===== config.mk =====
export PLATFORM = sky130hd
export DESIGN_NAME = param_write_ctrl
export DESIGN_NICKNAME = d
export VERILOG_FILES = /design/src/shared/param_write_pkg.sv /design/src/shared/crc_if.sv /design/src/core/param_write_ctrl.sv /design/src/core/crc16_unit.sv
export SDC_FILE = /design/constraint.sdc
export NUM_CORES = 1
export LEC_CHECK = 0
export BUFFER_PORTS_ARGS = -buffer_cell sky130_fd_sc_hd__buf_2
export CAP_MARGIN = 20
export CORE_AREA = 2 2 185 187
export DETAILED_ROUTE_END_ITERATION = 10
export DIE_AREA = 0 0 187 189
export SLEW_MARGIN = 20
export SYNTH_ARGS = -nofsm -noshare
export SYNTH_HDL_FRONTEND = slang
export SYNTH_SLANG_ARGS = --single-unit

===== constraint.sdc =====
create_clock -name clk -period 7.1 [get_ports clk]
set_clock_uncertainty 0.05 [all_clocks]
set_input_delay 1.42 -clock clk [delete_from_list [all_inputs] [get_ports clk]]
set_output_delay 1.42 -clock clk [all_outputs]
set_load 0.05 [all_outputs]

===== src/shared/param_write_pkg.sv =====
/*
  Constants for the double-word parameter write interpreter: frame layout,
  function codes, CRC figures, parameter map, classes and reset values.
  Assumes nothing beyond a SystemVerilog compiler.
*/
`default_nettype none
package param_write_pkg;
  // Function codes and fixed fields
  localparam logic [7:0] FC_WRITE_DOUBLE = 8'h10;
  localparam logic [7:0] FC_WRITE_SINGLE = 8'h06;
  localparam logic [15:0] DW_REG_COUNT = 16'h0002;
  localparam logic [7:0] DW_BYTE_COUNT = 8'h04;
  // Frame lengths in bytes
  localparam logic [3:0] DW_REQ_LEN = 4'hD;
  localparam logic [3:0] SW_REQ_LEN = 4'h8;
  localparam logic [3:0] DW_REPLY_HDR_LEN = 4'h6;
  localparam logic [3:0] BUF_BYTES = 4'hD;
  // Byte positions in a request
  localparam int POS_STATION = 0;
  localparam int POS_FUNC = 1;
  localparam int POS_ADDR_HI = 2;
  localparam int POS_ADDR_LO = 3;
  localparam int POS_COUNT_HI = 4;
  localparam int POS_COUNT_LO = 5;
  localparam int POS_BYTE_COUNT = 6;
  localparam int POS_DW_DATA = 7;
  localparam int POS_SW_DATA = 4;
  // CRC16, reflected form
  localparam logic [15:0] CRC_INIT = 16'hFFFF;
  localparam logic [15:0] CRC_POLY = 16'hA001;
  localparam logic [15:0] CRC_RESIDUE = 16'h0000;
  // Address mapping: group times stride plus index
  localparam int GROUP_STRIDE = 100;
  localparam int NUM_PARAMS = 4;
  localparam int RATED_CURRENT_IDX = 0;
  localparam int ROTATION_DIR_IDX = 3;
  localparam logic [7:0] PARAM_GROUP = 8'h00;
  localparam logic [7:0] PARAM_INDEX [NUM_PARAMS] = '{8'h01, 8'h02, 8'h03, 8'h04};
  // Setting classes and effect classes
  typedef enum logic [1:0] {
    SET_ZERO_SPEED = 2'h0,
    SET_STOP = 2'h1,
    SET_ANYTIME = 2'h2,
    SET_IMMEDIATE = 2'h3
  } set_class_t;
  typedef enum logic {
    EFFECT_IMMEDIATE = 1'h0,
    EFFECT_RESET = 1'h1
  } effect_class_t;
  localparam set_class_t PARAM_SET [NUM_PARAMS] = '{SET_STOP, SET_STOP, SET_STOP, SET_STOP};
  localparam effect_class_t PARAM_EFFECT [NUM_PARAMS] =
    '{EFFECT_IMMEDIATE, EFFECT_IMMEDIATE, EFFECT_IMMEDIATE, EFFECT_IMMEDIATE};
  localparam logic [15:0] PARAM_RESET [NUM_PARAMS] = '{16'h003C, 16'h0BB8, 16'h0BB8, 16'h0001};

  function automatic logic [15:0] param_reg_addr(input logic [7:0] group,
                                                 input logic [7:0] index);
    param_reg_addr = 16'(int'(group) * GROUP_STRIDE + int'(index));
  endfunction : param_reg_addr
endpackage : param_write_pkg
`default_nettype wire


===== src/shared/crc_if.sv =====
/*
  Byte-serial CRC16 link between the interpreter and its CRC engines.
  Assumes a single clock shared by both ends.
*/
`default_nettype none
interface crc_if;
  logic init;
  logic valid;
  logic [7:0] data;
  logic [15:0] crc;
  modport engine (input init, input valid, input data, output crc);
  modport user (output init, output valid, output data, input crc);
endinterface : crc_if
`default_nettype wire


===== src/core/param_write_ctrl.sv =====
/*
  Request interpreter for single- and double-word parameter writes with
  echo replies. Assumes a byte receiver and transmitter on the same clock,
  a frame-end pulse after the last received byte, and drive state levels
  from logic on the same clock.
*/
// Overview of operation
// - Register address is group times 100 plus index
// - Reply echoes station, function, address, count, CRC
// - CRC sent low byte then high byte
// - Word order selected by configuration input
// - Zero-speed class writable only at zero speed
// - Stop-to-set class read-only while enabled
// - Anytime class writable after power-on
// - Immediate class writable always, applies at once
// - Reset-effective class applies after drive reset
// - Rated current needs password satisfied
// - Direction change blocks running until relearn
// - Single-word write echoes whole request
`default_nettype none
module param_write_ctrl (
  // Clock and reset
  input wire logic clk,
  input wire logic rst,
  // Received bytes
  input wire logic [7:0] rx_byte,
  input wire logic rx_valid,
  input wire logic rx_frame_end,
  // Reply bytes
  output logic [7:0] tx_byte,
  output logic tx_valid,
  input wire logic tx_ready,
  // Configuration
  input wire logic [7:0] station_addr,
  input wire logic word_order_select,
  // Drive state
  input wire logic zero_speed,
  input wire logic drive_enabled,
  input wire logic power_on_done,
  input wire logic password_ok,
  input wire logic drive_reset,
  input wire logic relearn_done,
  // Parameter values in effect
  output logic [15:0] rated_current_param,
  output logic [15:0] rated_speed_param,
  output logic [15:0] max_speed_param,
  output logic [15:0] rotation_direction_param,
  output logic run_inhibit
);
  typedef enum logic [3:0] {
    TX_IDLE = 4'b0001,
    TX_DATA = 4'b0010,
    TX_CRC_WAIT = 4'b0100,
    TX_CRC = 4'b1000
  } tx_state_t;

  crc_if rx_crc ();
  crc_if tx_crc ();
  crc16_unit rx_crc_unit (.clk(clk), .rst(rst), .bus(rx_crc));
  crc16_unit tx_crc_unit (.clk(clk), .rst(rst), .bus(tx_crc));

  logic [12:0][7:0] buf_q, buf_d;
  logic [3:0] cnt_q, cnt_d;
  logic [3:0][15:0] stored_q, stored_d, active_q, active_d;
  logic inhibit_q, inhibit_d;
  tx_state_t state_q, state_d;
  logic [7:0] tx_byte_q, tx_byte_d;
  logic tx_valid_q, tx_valid_d;
  logic [3:0] tx_idx_q, tx_idx_d, tx_len_q, tx_len_d;
  logic tx_dw_q, tx_dw_d;

  logic eval, crc_good, is_dw, is_sw, frame_ok, hit, allowed, write_ok, accept;
  logic [15:0] reg_addr, data_hi_first, new_value;
  logic [1:0] hit_idx;

  // Request decode
  assign eval = rx_frame_end && (state_q == TX_IDLE);
  assign crc_good = (rx_crc.crc == param_write_pkg::CRC_RESIDUE);
  assign is_dw = (buf_q[param_write_pkg::POS_FUNC] == param_write_pkg::FC_WRITE_DOUBLE)
    && (cnt_q == param_write_pkg::DW_REQ_LEN)
    && ({buf_q[param_write_pkg::POS_COUNT_HI], buf_q[param_write_pkg::POS_COUNT_LO]}
        == param_write_pkg::DW_REG_COUNT)
    && (buf_q[param_write_pkg::POS_BYTE_COUNT] == param_write_pkg::DW_BYTE_COUNT);
  assign is_sw = (buf_q[param_write_pkg::POS_FUNC] == param_write_pkg::FC_WRITE_SINGLE)
    && (cnt_q == param_write_pkg::SW_REQ_LEN);
  assign frame_ok = crc_good && (buf_q[param_write_pkg::POS_STATION] == station_addr)
    && (is_dw || is_sw);
  assign reg_addr = {buf_q[param_write_pkg::POS_ADDR_HI], buf_q[param_write_pkg::POS_ADDR_LO]};
  assign data_hi_first = word_order_select
    ? {buf_q[param_write_pkg::POS_DW_DATA + 2], buf_q[param_write_pkg::POS_DW_DATA + 3]}
    : {buf_q[param_write_pkg::POS_DW_DATA], buf_q[param_write_pkg::POS_DW_DATA + 1]};
  assign new_value = is_dw ? data_hi_first
    : {buf_q[param_write_pkg::POS_SW_DATA], buf_q[param_write_pkg::POS_SW_DATA + 1]};

  // Address map and permission check
  always_comb begin
    hit = 1'b0;
    hit_idx = 2'h0;
    allowed = 1'b0;
    for (int i = 0; i < param_write_pkg::NUM_PARAMS; i++) begin
      if (reg_addr == param_write_pkg::param_reg_addr(param_write_pkg::PARAM_GROUP,
                                                      param_write_pkg::PARAM_INDEX[i])) begin
        hit = 1'b1;
        hit_idx = 2'(i);
        case (param_write_pkg::PARAM_SET[i])
          param_write_pkg::SET_ZERO_SPEED: allowed = zero_speed;
          param_write_pkg::SET_STOP: allowed = !drive_enabled;
          param_write_pkg::SET_ANYTIME: allowed = power_on_done;
          param_write_pkg::SET_IMMEDIATE: allowed = 1'b1;
          default: allowed = 1'b0;
        endcase
        if (i == param_write_pkg::RATED_CURRENT_IDX && !password_ok) begin
          allowed = 1'b0;
        end
      end
    end
  end
  assign write_ok = eval && frame_ok && hit && allowed;

  // Receive buffer and parameter store
  always_comb begin
    buf_d = buf_q;
    cnt_d = cnt_q;
    stored_d = stored_q;
    active_d = active_q;
    inhibit_d = inhibit_q;
    if (rx_valid && state_q == TX_IDLE && cnt_q != 4'hF) begin
      if (cnt_q < param_write_pkg::BUF_BYTES) begin
        buf_d[cnt_q] = rx_byte;
      end
      cnt_d = cnt_q + 4'h1;
    end
    if (rx_frame_end) begin
      cnt_d = 4'h0;
    end
    if (relearn_done) begin
      inhibit_d = 1'b0;
    end
    if (drive_reset) begin
      for (int i = 0; i < param_write_pkg::NUM_PARAMS; i++) begin
        if (param_write_pkg::PARAM_EFFECT[i] == param_write_pkg::EFFECT_RESET) begin
          active_d[i] = stored_q[i];
        end
      end
    end
    if (write_ok) begin
      stored_d[hit_idx] = new_value;
      if (param_write_pkg::PARAM_EFFECT[hit_idx] == param_write_pkg::EFFECT_IMMEDIATE) begin
        active_d[hit_idx] = new_value;
      end
      if (hit_idx == 2'(param_write_pkg::ROTATION_DIR_IDX) && new_value != stored_q[hit_idx]) begin
        inhibit_d = 1'b1;
      end
    end
  end

  always_ff @(posedge clk or posedge rst) begin
    if (rst) begin
      buf_q <= '0;
      cnt_q <= 4'h0;
      inhibit_q <= 1'b0;
      for (int i = 0; i < param_write_pkg::NUM_PARAMS; i++) begin
        stored_q[i] <= param_write_pkg::PARAM_RESET[i];
        active_q[i] <= param_write_pkg::PARAM_RESET[i];
      end
    end else begin
      buf_q <= buf_d;
      cnt_q <= cnt_d;
      inhibit_q <= inhibit_d;
      stored_q <= stored_d;
      active_q <= active_d;
    end
  end

  assign rx_crc.init = rx_frame_end;
  assign rx_crc.valid = rx_valid && state_q == TX_IDLE;
  assign rx_crc.data = rx_byte;

  // Reply sequencer
  assign accept = tx_valid_q && tx_ready;
  always_comb begin
    state_d = state_q;
    tx_byte_d = tx_byte_q;
    tx_valid_d = tx_valid_q;
    tx_idx_d = tx_idx_q;
    tx_len_d = tx_len_q;
    tx_dw_d = tx_dw_q;
    case (state_q)
      TX_IDLE: begin
        if (write_ok) begin
          tx_byte_d = buf_q[0];
          tx_valid_d = 1'b1;
          tx_idx_d = 4'h1;
          tx_dw_d = is_dw;
          tx_len_d = is_dw ? param_write_pkg::DW_REPLY_HDR_LEN
                           : param_write_pkg::SW_REQ_LEN;
          state_d = TX_DATA;
        end
      end
      TX_DATA: begin
        if (accept) begin
          if (tx_idx_q < tx_len_q) begin
            tx_byte_d = buf_q[tx_idx_q];
            tx_idx_d = tx_idx_q + 4'h1;
          end else begin
            tx_valid_d = 1'b0;
            state_d = tx_dw_q ? TX_CRC_WAIT : TX_IDLE;
          end
        end
      end
      TX_CRC_WAIT: begin
        tx_byte_d = tx_crc.crc[7:0];
        tx_valid_d = 1'b1;
        tx_idx_d = 4'h0;
        state_d = TX_CRC;
      end
      TX_CRC: begin
        if (accept) begin
          if (tx_idx_q == 4'h0) begin
            tx_byte_d = tx_crc.crc[15:8];
            tx_idx_d = 4'h1;
          end else begin
            tx_valid_d = 1'b0;
            state_d = TX_IDLE;
          end
        end
      end
      default: begin
        tx_valid_d = 1'b0;
        state_d = TX_IDLE;
      end
    endcase
  end

  always_ff @(posedge clk or posedge rst) begin
    if (rst) begin
      state_q <= TX_IDLE;
      tx_byte_q <= 8'h00;
      tx_valid_q <= 1'b0;
      tx_idx_q <= 4'h0;
      tx_len_q <= 4'h0;
      tx_dw_q <= 1'b0;
    end else begin
      state_q <= state_d;
      tx_byte_q <= tx_byte_d;
      tx_valid_q <= tx_valid_d;
      tx_idx_q <= tx_idx_d;
      tx_len_q <= tx_len_d;
      tx_dw_q <= tx_dw_d;
    end
  end

  assign tx_crc.init = write_ok;
  assign tx_crc.valid = accept && state_q == TX_DATA;
  assign tx_crc.data = tx_byte_q;

  assign tx_byte = tx_byte_q;
  assign tx_valid = tx_valid_q;
  assign rated_current_param = active_q[0];
  assign rated_speed_param = active_q[1];
  assign max_speed_param = active_q[2];
  assign rotation_direction_param = active_q[3];
  assign run_inhibit = inhibit_q;
endmodule : param_write_ctrl
`default_nettype wire


===== src/core/crc16_unit.sv =====
/*
  CRC16 engine: one byte per clock, registered result.
  Assumes init and valid come from logic on the same clock.
*/
`default_nettype none
module crc16_unit (
  // Clock and reset
  input wire logic clk,
  input wire logic rst,
  // Byte stream
  crc_if.engine bus
);
  logic [15:0] crc_q;
  logic [15:0] crc_d;

  function automatic logic [15:0] crc_step(input logic [15:0] c, input logic [7:0] b);
    logic [15:0] r;
    r = c ^ {8'h00, b};
    for (int i = 0; i < 8; i++) begin
      r = r[0] ? ((r >> 1) ^ param_write_pkg::CRC_POLY) : (r >> 1);
    end
    crc_step = r;
  endfunction : crc_step

  always_comb begin
    crc_d = crc_q;
    if (bus.valid) begin
      crc_d = crc_step(bus.init ? param_write_pkg::CRC_INIT : crc_q, bus.data);
    end else if (bus.init) begin
      crc_d = param_write_pkg::CRC_INIT;
    end
  end

  always_ff @(posedge clk or posedge rst) begin
    if (rst) begin
      crc_q <= param_write_pkg::CRC_INIT;
    end else begin
      crc_q <= crc_d;
    end
  end

  assign bus.crc = crc_q;
endmodule : crc16_unit
`default_nettype wire


==> reports/qor.yml, run 1 <==
outcome:
  outcome: "completed"
finish:
  drive_gt1_frac: 0.320
  syn_to_final_growth_pct: 15.2
  finalInstanceArea_um2: 13300
  final_net_count: 1156
  final_cells: 1589
  antenna-diode-count: 0
worst_setup_path:
  slowest_delay_ns: 0.80
  critical_path.top_delay_family: "simple AND/OR/NAND/NOR gates"
  cp_data_arrival_time_ns: 4.17
  critPathBufInv: 1
  crit_chain: "inv_1, ha_1, nor4b_1, nand4_1, nor3_4, a21oi_1, xor2_1, nor4_1, a21oi_1, or3_1"
  critPathMostFrequentCell: "a21oi_1"
  crit_path_start: "cnt_q[1]"
  start_kind: "flop"
  r2r_slack_ns: 3.30
  crit_fanout: 18
  worst-path-stages: 10
  worstReg2RegStart: "cnt_q[1]"
  end_kind: "flop"
  required_ns: 7.47
  cp_slowest_cell: "nor3_4"
  r2r-end: "run_inhibit"
  setup.worst_path.class: "flop to flop"
  worstRegToRegCells: 10
  cp-endpoint: "run_inhibit"
placed_design:
  place_congestion: 0.818
  place_ws_ns: 3.05
  dpl.hpwl_um: 21800
  io_buffers: 98
  placed_area_um2: 12500
  place_inst: 1539
floorplan:
  die_w_um: 187
  die_area_um2: 35300
  die_h_um: 189
  core_um2: 33300
  io_pins: 102
  placementRows: 67
  initial_core_util: 0.347
routing:
  dr.pass1.iters: 5
  vias: 8481
  antenna_left: 0
  drc: 0
  drtIter0Drc: 788
  viasPerCell: 5.34
  detail_route.wl_per_cell_um: 19.9
  finalWirelength_um: 31700
yosys:
  synth_xor_area_frac: 0.0641
  synth_edf_count: 0
  ys_ff_latch: 224
  yosys.area_share.simple: 0.120
  ys_seq_area_frac: 0.491
  synth_most_common_cell: "dfrtp_1"
  synth_top_area_share: 0.373
  synth_top_family_by_area: "multiplexers"
  synthFlopType: "dfrtp_1"
  syn_inst: 1042
  async_flop_share: 1.00
  ys_types: 52
  synth_area_um2: 11500
  synth.area.mux_share: 0.195
  ys_warn_count: 0
  avgSynthCellArea_um2: 11.1
  synth_fa_ha_area_frac: 0.00867
  synth_area_leaders: "dfrtp_1 37%, mux2_2 12%, dfstp_2 12%"
  yosys-top-cells-count: "172 x dfrtp_1, 132 x nand2_1, 128 x mux2_2"
  synth-compound-area-share: 0.0973
  synth.largest_area_cell: "dfrtp_1"
  syn-num-nets: 1078
power:
  p_clk_frac: 0.401
  power.static_leakage_nw: 5.87
  pwr-share-seq: 0.459
  p_sw_uw: 908
  cell_internal_pwr_mw: 2.37
  pwr-share-comb: 0.140
  powerDensity_nw_per_um2: 247
  sw_frac_of_total: 0.277
  vdd_drop_max_uv: 174
sta:
  period_needed_ns: 3.80
  timing.final.max_slew_violations: 0
  worst_pin_slew_ns: 0.981
  layout_setup_ws_ns: 3.30
  rsz0062_at_grt: "no"
  setup_viol: 0
  max_freq_mhz: 263
  post-route-period-util: 0.535
  setup_tns_ns: 0
  slew_headroom: 0.341
  hold_viol: 0
clock_tree:
  htreeDepth: 1
  clkSlewWorstSetupHoldPaths_ns: 0.06
  clock_latency_ns: 0.54
  cts_setup_buffers: 0
  cts-root-buf: "clkbuf_16"
  cts_sinks: 224
  hold_buffers: 0
  cts_tree: "yes"
  cts_resized: 0
  cts_max_path_buffers: 3
  cts_made_buffers: 27
grt:
  grt_pass1_wl_um: 50000
  antenna_found_initial: 0
  grt.overflow.total: 0
  first_global_vias: 8520
  grt_max_degree: 164
  grt.total_usage: 0.180
hold_path:
  holdCritPathClass: "flop to flop"
job:
  cap_violations: 0
routing by layer:
layer	up-vias	share of wire	GRT usage
met5	-	0	0
met4	0	0.027	0.0586
met3	41	0.047	0.0278
met2	208	0.49	0.300
met1	4304	0.44	0.239
li1	3928	-	-
final cells by class:
class,count,area (um2)
tap,448,561
multi-input combinational,749,5610
fill,3186,20000
clock buffer,39,751
inverter,8,33.8
sequential,224,5670
clock inverter,11,92.6
timing repair buffer,110,593
stage by stage:
stage / util / hold WS (ns) / total power [mW]
floorplan: - / 0.424 / 1.84
global placement: 0.374 / 0.423 / 1.97
detailed placement: 0.374 / 0.432 / 1.99
CTS: 0.400 / 0.440 / 3.31
global route: 0.400 / 0.457 / 3.43
finish: 0.400 / 0.438 / 3.28
power groups by stage:
stage	Combinational [mW]	Sequential [mW]	Clock, mW
after floorplan	0.357	1.48	0
after global placement	0.451	1.52	0
after detailed placement	0.460	1.53	0
after CTS	0.462	1.51	1.34
after global routing	0.506	1.52	1.40
final	0.459	1.51	1.32
sequential cells by signal, indices dropped and copies added (netlist names):
| name | cells |
|---|---|
| state_q | 4 |
| stored_q | 64 |
| tx_idx_q | 4 |
| tx_len_q | 2 |
| tx_crc_unit.bus.crc | 16 |
| cnt_q | 4 |
| tx_byte | 8 |
| rx_crc_unit.bus.crc | 16 |
| tx_valid | 1 |
| run_inhibit | 1 |
| buf_q | 104 |
worst min path at each step:
stage,start,to,cells after the start
detailed placement,stored_q[19],stored_q[19],2
global placement,stored_q[21],stored_q[21],2
global route,stored_q[39],stored_q[39],2
finish,stored_q[43],stored_q[43],2
floorplan,buf_q[88],buf_q[88],1
CTS,stored_q[19],stored_q[19],2
kinds of logic (layout without fill, tap and decap cells):
| logic type | after synthesis | count (layout) |
|---|---|---|
| XOR/XNOR | 83 | 83 |
| buffers and inverters | 69 | 168 |
| adder cells (fa/ha/maj) | 8 | 8 |
| AND/OR/NAND/NOR | 289 | 289 |
| multiplexers | 179 | 179 |
| flip-flops | 224 | 224 |
| AO/OA/AOI/OAI | 190 | 190 |
worst min-delay path: stages, from the launching register on:
cell     delay [ns]
dfstp_2        0.37
nand2_1        0.04
o21ai_0        0.07
cells in the final DEF (no fill, tap or decap), types with 4 or more instances in the layout:
| cell type | count |
|---|---|
| nor2_1 | 56 |
| mux2i_1 | 27 |
| nand2_1 | 132 |
| xor2_1 | 29 |
| nand2b_1 | 4 |
| dfstp_2 | 52 |
| dfrtp_1 | 172 |
| nor3_1 | 12 |
| a22oi_1 | 16 |
| buf_4 | 11 |
| a222oi_1 | 8 |
| xnor2_1 | 53 |
| nand4_1 | 12 |
| ha_1 | 8 |
| a221oi_1 | 8 |
| nor4_1 | 22 |
| clkbuf_16 | 27 |
| clkbuf_1 | 9 |
| o21ai_0 | 101 |
| mux4_2 | 24 |
| nor4b_1 | 8 |
| inv_1 | 7 |
| nand3_1 | 14 |
| a21oi_1 | 40 |
| buf_2 | 98 |
| mux2_2 | 128 |
| nor2b_1 | 5 |
| clkinv_2 | 5 |
| nand3b_1 | 7 |
Note: power is estimated with default switching activity, not from simulation.
==> run 2, diff against run 1 <==
==> constraint.sdc (replaced) <==
create_clock -name clk -period 3.99 [get_ports clk]
set_clock_uncertainty 0.05 [all_clocks]
set_input_delay 0.798 -clock clk [delete_from_list [all_inputs] [get_ports clk]]
set_output_delay 0.798 -clock clk [all_outputs]
set_load 0.05 [all_outputs]
==> run 2 against run 1 <==
Register-to-register slack got worse by 2.7 ns; combinational power increased by 80%; clock power increased by 77%; total power increased by 79%; core utilization increased by 0.32 points; non-clock buffer count increased by 13; sequential cell count unchanged; sequential power increased by 78%; highest routed layer unchanged.
==> reports/qor.yml, run 2 (same netlist as run 1, synthesis figures left out) <==
clock_tree:
  cts-root-buf: "clkbuf_16"
  clkSlewWorstSetupHoldPaths_ns: 0.06
  hold_buffers: 0
  cts_tree: "yes"
  cts_resized: 0
  cts_sinks: 224
  cts_made_buffers: 26
  htreeDepth: 1
  cts_max_path_buffers: 3
  cts_setup_buffers: 0
  clock_latency_ns: 0.53
placed_design:
  place_inst: 1552
  io_buffers: 98
  dpl.hpwl_um: 22500
  place_congestion: 0.844
routing:
  vias: 8544
  detail_route.wl_per_cell_um: 20.1
  antenna_left: 0
  viasPerCell: 5.34
  drtIter0Drc: 673
  finalWirelength_um: 32100
  drc: 0
  dr.pass1.iters: 8
grt:
  grt.overflow.total: 0
  first_global_vias: 8541
  grt.total_usage: 0.181
  grt_max_degree: 81
  antenna_found_initial: 0
  grt_pass1_wl_um: 50600
power:
  power.total_mw: 5.86
  cell_internal_pwr_mw: 4.25
  vdd_drop_max_uv: 313
  p_sw_mw: 1.61
  sw_frac_of_total: 0.275
  p_clk_frac: 0.399
  pwr-share-comb: 0.141
  power.static_leakage_nw: 5.95
  pwr-share-seq: 0.460
  powerDensity_nw_per_um2: 437
worst_setup_path:
  worstReg2RegStart: "cnt_q[1]"
  end_kind: "flop"
  crit_fanout: 9
  cp_data_arrival_time_ns: 3.70
  worstRegToRegCells: 11
  critPathMostFrequentCell: "a21oi_1"
  crit_path_start: "cnt_q[1]"
  r2r_slack_ns: 0.65
  setup.worst_path.class: "flop to flop"
  slowest_delay_ns: 0.44
  start_kind: "flop"
  required_ns: 4.35
  r2r-end: "run_inhibit"
  crit_chain: "inv_1, ha_1, nor4b_1, nand4_1, nor3_4, buf_4, a21oi_1, xor2_1, nor4_1, a21oi_1, or3_1"
  cp_slowest_cell: "nor3_4"
finish:
  antenna-diode-count: 0
  layout_common_cells: "172 x dfrtp_1, 132 x nand2_1, 128 x mux2_2"
  ff_latch_area_um2: 5670
  final_cells: 1600
  syn_to_final_growth_pct: 16.1
  largest_registers: "buf_q x104, stored_q x64"
  drive_gt1_frac: 0.328
  final_net_count: 1168
  multi_input_area_um2: 5610
  layout_commonest_cell: "dfrtp_1"
  nFillCells: 3236
  largest_register_ffs: 104
  top_register: "buf_q"
sta:
  setup_tns_ns: 0
  post-route-period-util: 0.838
  setup_viol: 0
  hold_viol: 0
  slew_headroom: 0.341
  max_freq_mhz: 299
  worst_pin_slew_ns: 0.981
  timing.final.max_slew_violations: 0
  period_needed_ns: 3.34
  rsz0062_at_grt: "no"
floorplan:
  core_um2: 33300
  die_h_um: 189
  die_w_um: 187
  placementRows: 67
  initial_core_util: 0.347
  die_area_um2: 35300
  io_pins: 102
outcome:
  outcome: "completed"
hold_path:
  holdCritPathClass: "input pin to async pin"
job:
  cap_violations: 0
-- run 2: cell types whose count changed in the layout (fill, tap and decap cells not counted) --
| cell | before | now |
|---|---|---|
| clkinvlp_4 | 2 | 1 |
| inv_6 | 2 | 0 |
| clkinv_2 | 5 | 7 |
| clkbuf_1 | 9 | 7 |
| buf_4 | 11 | 23 |
| buf_12 | 1 | 2 |
| clkbuf_8 | 3 | 5 |
| clkinv_4 | 1 | 0 |
-- run 2: stage by stage --
stage | area [um2] | hold slack [ns] | setup slack [ns] | util
final | 13400 | 0.383 | 0.645 | 0.403
after global routing | 13400 | 0.440 | 0.380 | 0.403
after CTS | 13400 | 0.402 | 0.685 | 0.403
after detailed placement | 12600 | 0.432 | 0.691 | 0.378
after global placement | 12600 | 0.424 | 0.687 | 0.378
after floorplan | 11600 | 0.424 | 0.260 | -
-- run 2: layout make-up --
type / instances / share of cell area
inverter: 8 / 0.00252
multi-input combinational: 749 / 0.418
clock buffer: 39 / 0.0575
clock inverter: 9 / 0.00513
tap: 448 / 0.0418
sequential: 224 / 0.423
timing repair buffer: 123 / 0.0524
-- run 2: per-layer routing --
layer / global-route usage / vias up / share of wire
met5: 0 / - / 0
li1: - / 3940 / -
met4: 0.0595 / 0 / 0.029
met3: 0.0239 / 62 / 0.044
met2: 0.302 / 244 / 0.48
met1: 0.245 / 4298 / 0.44
-- run 2: how the worst max path moves through the flow --
stage / end / slack, ns / depth (start not counted)
6_report: run_inhibit / 0.65 / 11
3_3_place_gp: run_inhibit / 0.69 / 11
4_1_cts: run_inhibit / 0.69 / 11
3_5_place_dp: run_inhibit / 0.69 / 11
5_1_grt: tx_idx_q[2] / 0.38 / 12
2_1_floorplan: buf_q[0] / 0.26 / 1
-- run 2: power groups by stage --
stage	registers, mW	logic, mW	clock network [mW]
2_1_floorplan	2.63	0.635	0
3_3_place_gp	2.72	0.810	0
3_5_place_dp	2.73	0.823	0
4_1_cts	2.69	0.828	2.38
5_1_grt	2.72	0.904	2.48
6_report	2.69	0.828	2.34
-- run 2: worst max-delay path: cells and delay by family, from the launching register on --
family | cells | cell delay (ns)
AO/OA/AOI/OAI | 2 | 0.28
adder cells (fa/ha/maj) | 1 | 0.27
XOR/XNOR | 1 | 0.20
flip-flops | 1 | 0.42
buffers and inverters | 2 | 0.33
AND/OR/NAND/NOR | 5 | 1.66
==> run 3, diff against run 2 <==
==> constraint.sdc (replaced) <==
create_clock -name clk -period 3.21 [get_ports clk]
set_clock_uncertainty 0.05 [all_clocks]
set_input_delay 0.642 -clock clk [delete_from_list [all_inputs] [get_ports clk]]
set_output_delay 0.642 -clock clk [all_outputs]
set_load 0.05 [all_outputs]
==> run 3 against run 2 <==
Non-clock buffer count up 24; clock power up 39%; cell count up 1.6%; hold slack worse by 0.28 ns; design area up 2.5%; sequential share of layout area down 1.0 points; wire length down 0.52%; maximum frequency up 14%; critical path depth down 3; sequential power up 24%.
==> reports/qor.yml, run 3 (same netlist as run 1, synthesis figures left out) <==
finish:
  ff_latch_area_um2: 5670
  drive_gt1_frac: 0.344
  largest_registers: "buf_q x104, stored_q x64"
  layout_common_cells: "172 x dfrtp_1, 132 x nand2_1, 128 x mux2_2"
  final_net_count: 1193
  nFillCells: 3190
  final_cells: 1626
  top_register: "buf_q"
  multi_input_area_um2: 5610
  largest_register_ffs: 104
  layout_commonest_cell: "dfrtp_1"
  antenna-diode-count: 0
  syn_to_final_growth_pct: 19.1
routing:
  viasPerCell: 5.22
  finalWirelength_um: 32000
  detail_route.wl_per_cell_um: 19.7
  drtIter0Drc: 603
  vias: 8481
  dr.pass1.iters: 5
  antenna_left: 0
  drc: 0
floorplan:
  placementRows: 67
  die_w_um: 187
  core_um2: 33300
  initial_core_util: 0.347
  io_pins: 102
  die_area_um2: 35300
  die_h_um: 189
worst_setup_path:
  critPathMostFrequentCell: "nor4_1"
  slowest_delay_ns: 0.44
  critPathBufInv: 0
  crit_path_start: "buf_q[27]"
  worstReg2RegStart: "buf_q[27]"
  setup.worst_path.class: "flop to flop"
  crit_chain: "nor4_1, nand4_1, a21o_2, a22oi_1, xor2_1, nor4_1, a21oi_1, or3_1"
  crit_fanout: 17
  cp_slowest_cell: "a21o_2"
  critical_path.top_delay_family: "simple AND/OR/NAND/NOR gates"
  end_kind: "flop"
  cp_data_arrival_time_ns: 3.30
  required_ns: 3.59
  start_kind: "flop"
placed_design:
  place_congestion: 0.816
  io_buffers: 98
  place_inst: 1576
  dpl.hpwl_um: 22500
grt:
  grt_max_degree: 81
  grt.total_usage: 0.183
  grt_pass1_wl_um: 51100
  first_global_vias: 8632
  grt.overflow.total: 0
  antenna_found_initial: 0
clock_tree:
  cts_resized: 0
  hold_buffers: 0
  htreeDepth: 1
  cts_setup_buffers: 0
  cts_max_path_buffers: 3
  cts_sinks: 224
  clkSlewWorstSetupHoldPaths_ns: 0.06
  cts_tree: "yes"
  cts_made_buffers: 27
  clock_latency_ns: 0.55
  cts-root-buf: "clkbuf_16"
sta:
  slew_headroom: 0.399
  timing.final.max_slew_violations: 0
  period_needed_ns: 2.93
  setup_viol: 0
  setup_tns_ns: 0
  max_freq_mhz: 341
  hold_viol: 0
  post-route-period-util: 0.912
  rsz0062_at_grt: "no"
  worst_pin_slew_ns: 0.895
outcome:
  outcome: "completed"
power:
  vdd_drop_max_uv: 338
  powerDensity_nw_per_um2: 558
  power.static_leakage_nw: 6.12
job:
  cap_violations: 0
hold_path:
  holdCritPathClass: "input pin to async pin"
==> run 3: path summary, 6_finish.rpt <==
check,to,slack (ns),cells after the start
max in group asynchronous,stored_q[21],2.18,3
max,run_inhibit,0.28,8
max reg2reg,run_inhibit,0.28,8
min,buf_q[2],0.10,2
min in group clk,run_inhibit,0.37,3
min reg2reg,stored_q[27],0.44,2
==> run 3: routing by layer <==
metal	GRT usage	wire, um	share of wire	up-vias
li1	-	-	-	3981
met1	0.246	14500	0.45	4262
met2	0.308	15400	0.48	191
met3	0.0239	1240	0.039	47
met4	0.0537	789	0.025	0
met5	0	0	0	-
==> run 3: worst register-to-register path: stages (launching register included) <==
cell     delay (ns)
dfrtp_1        0.39
nor4_1         0.37
nand4_1        0.35
a21o_2         0.44
a22oi_1        0.26
xor2_1         0.09
nor4_1         0.41
a21oi_1        0.12
or3_1          0.32
==> run 3: area by class of cell <==
class                           instances  area share
Clock buffer                           40      0.0571
Clock inverter                         10      0.0122
Inverter                                8     0.00246
Multi-Input combinational cell        749       0.408
Sequential cell                       224       0.412
Tap cell                              448      0.0408
Timing Repair Buffer                  147      0.0670
==> run 3: per-stage QoR <==
stage	worst slack (ns)	power, mW	utilization	hold slack, ns	area, um2
final	0.282	7.67	0.413	0.101	13700
after CTS	0.174	7.73	0.413	0.114	13700
after global placement	0.158	4.44	0.384	0.424	12800
after global routing	0.0825	8.01	0.413	0.136	13700
after detailed placement	0.0984	4.46	0.384	0.432	12800
after floorplan	-0.364	4.06	-	0.424	11600
==> run 3: where the power goes <==
| part | total, mW | switching [mW] | internal, mW |
|---|---|---|---|
| combinational | 1.08 | 0.561 | 0.522 |
| sequential | 3.34 | 0.262 | 3.07 |
| clock | 3.25 | 1.24 | 2.02 |
| total | 7.67 | 2.06 | 5.61 |
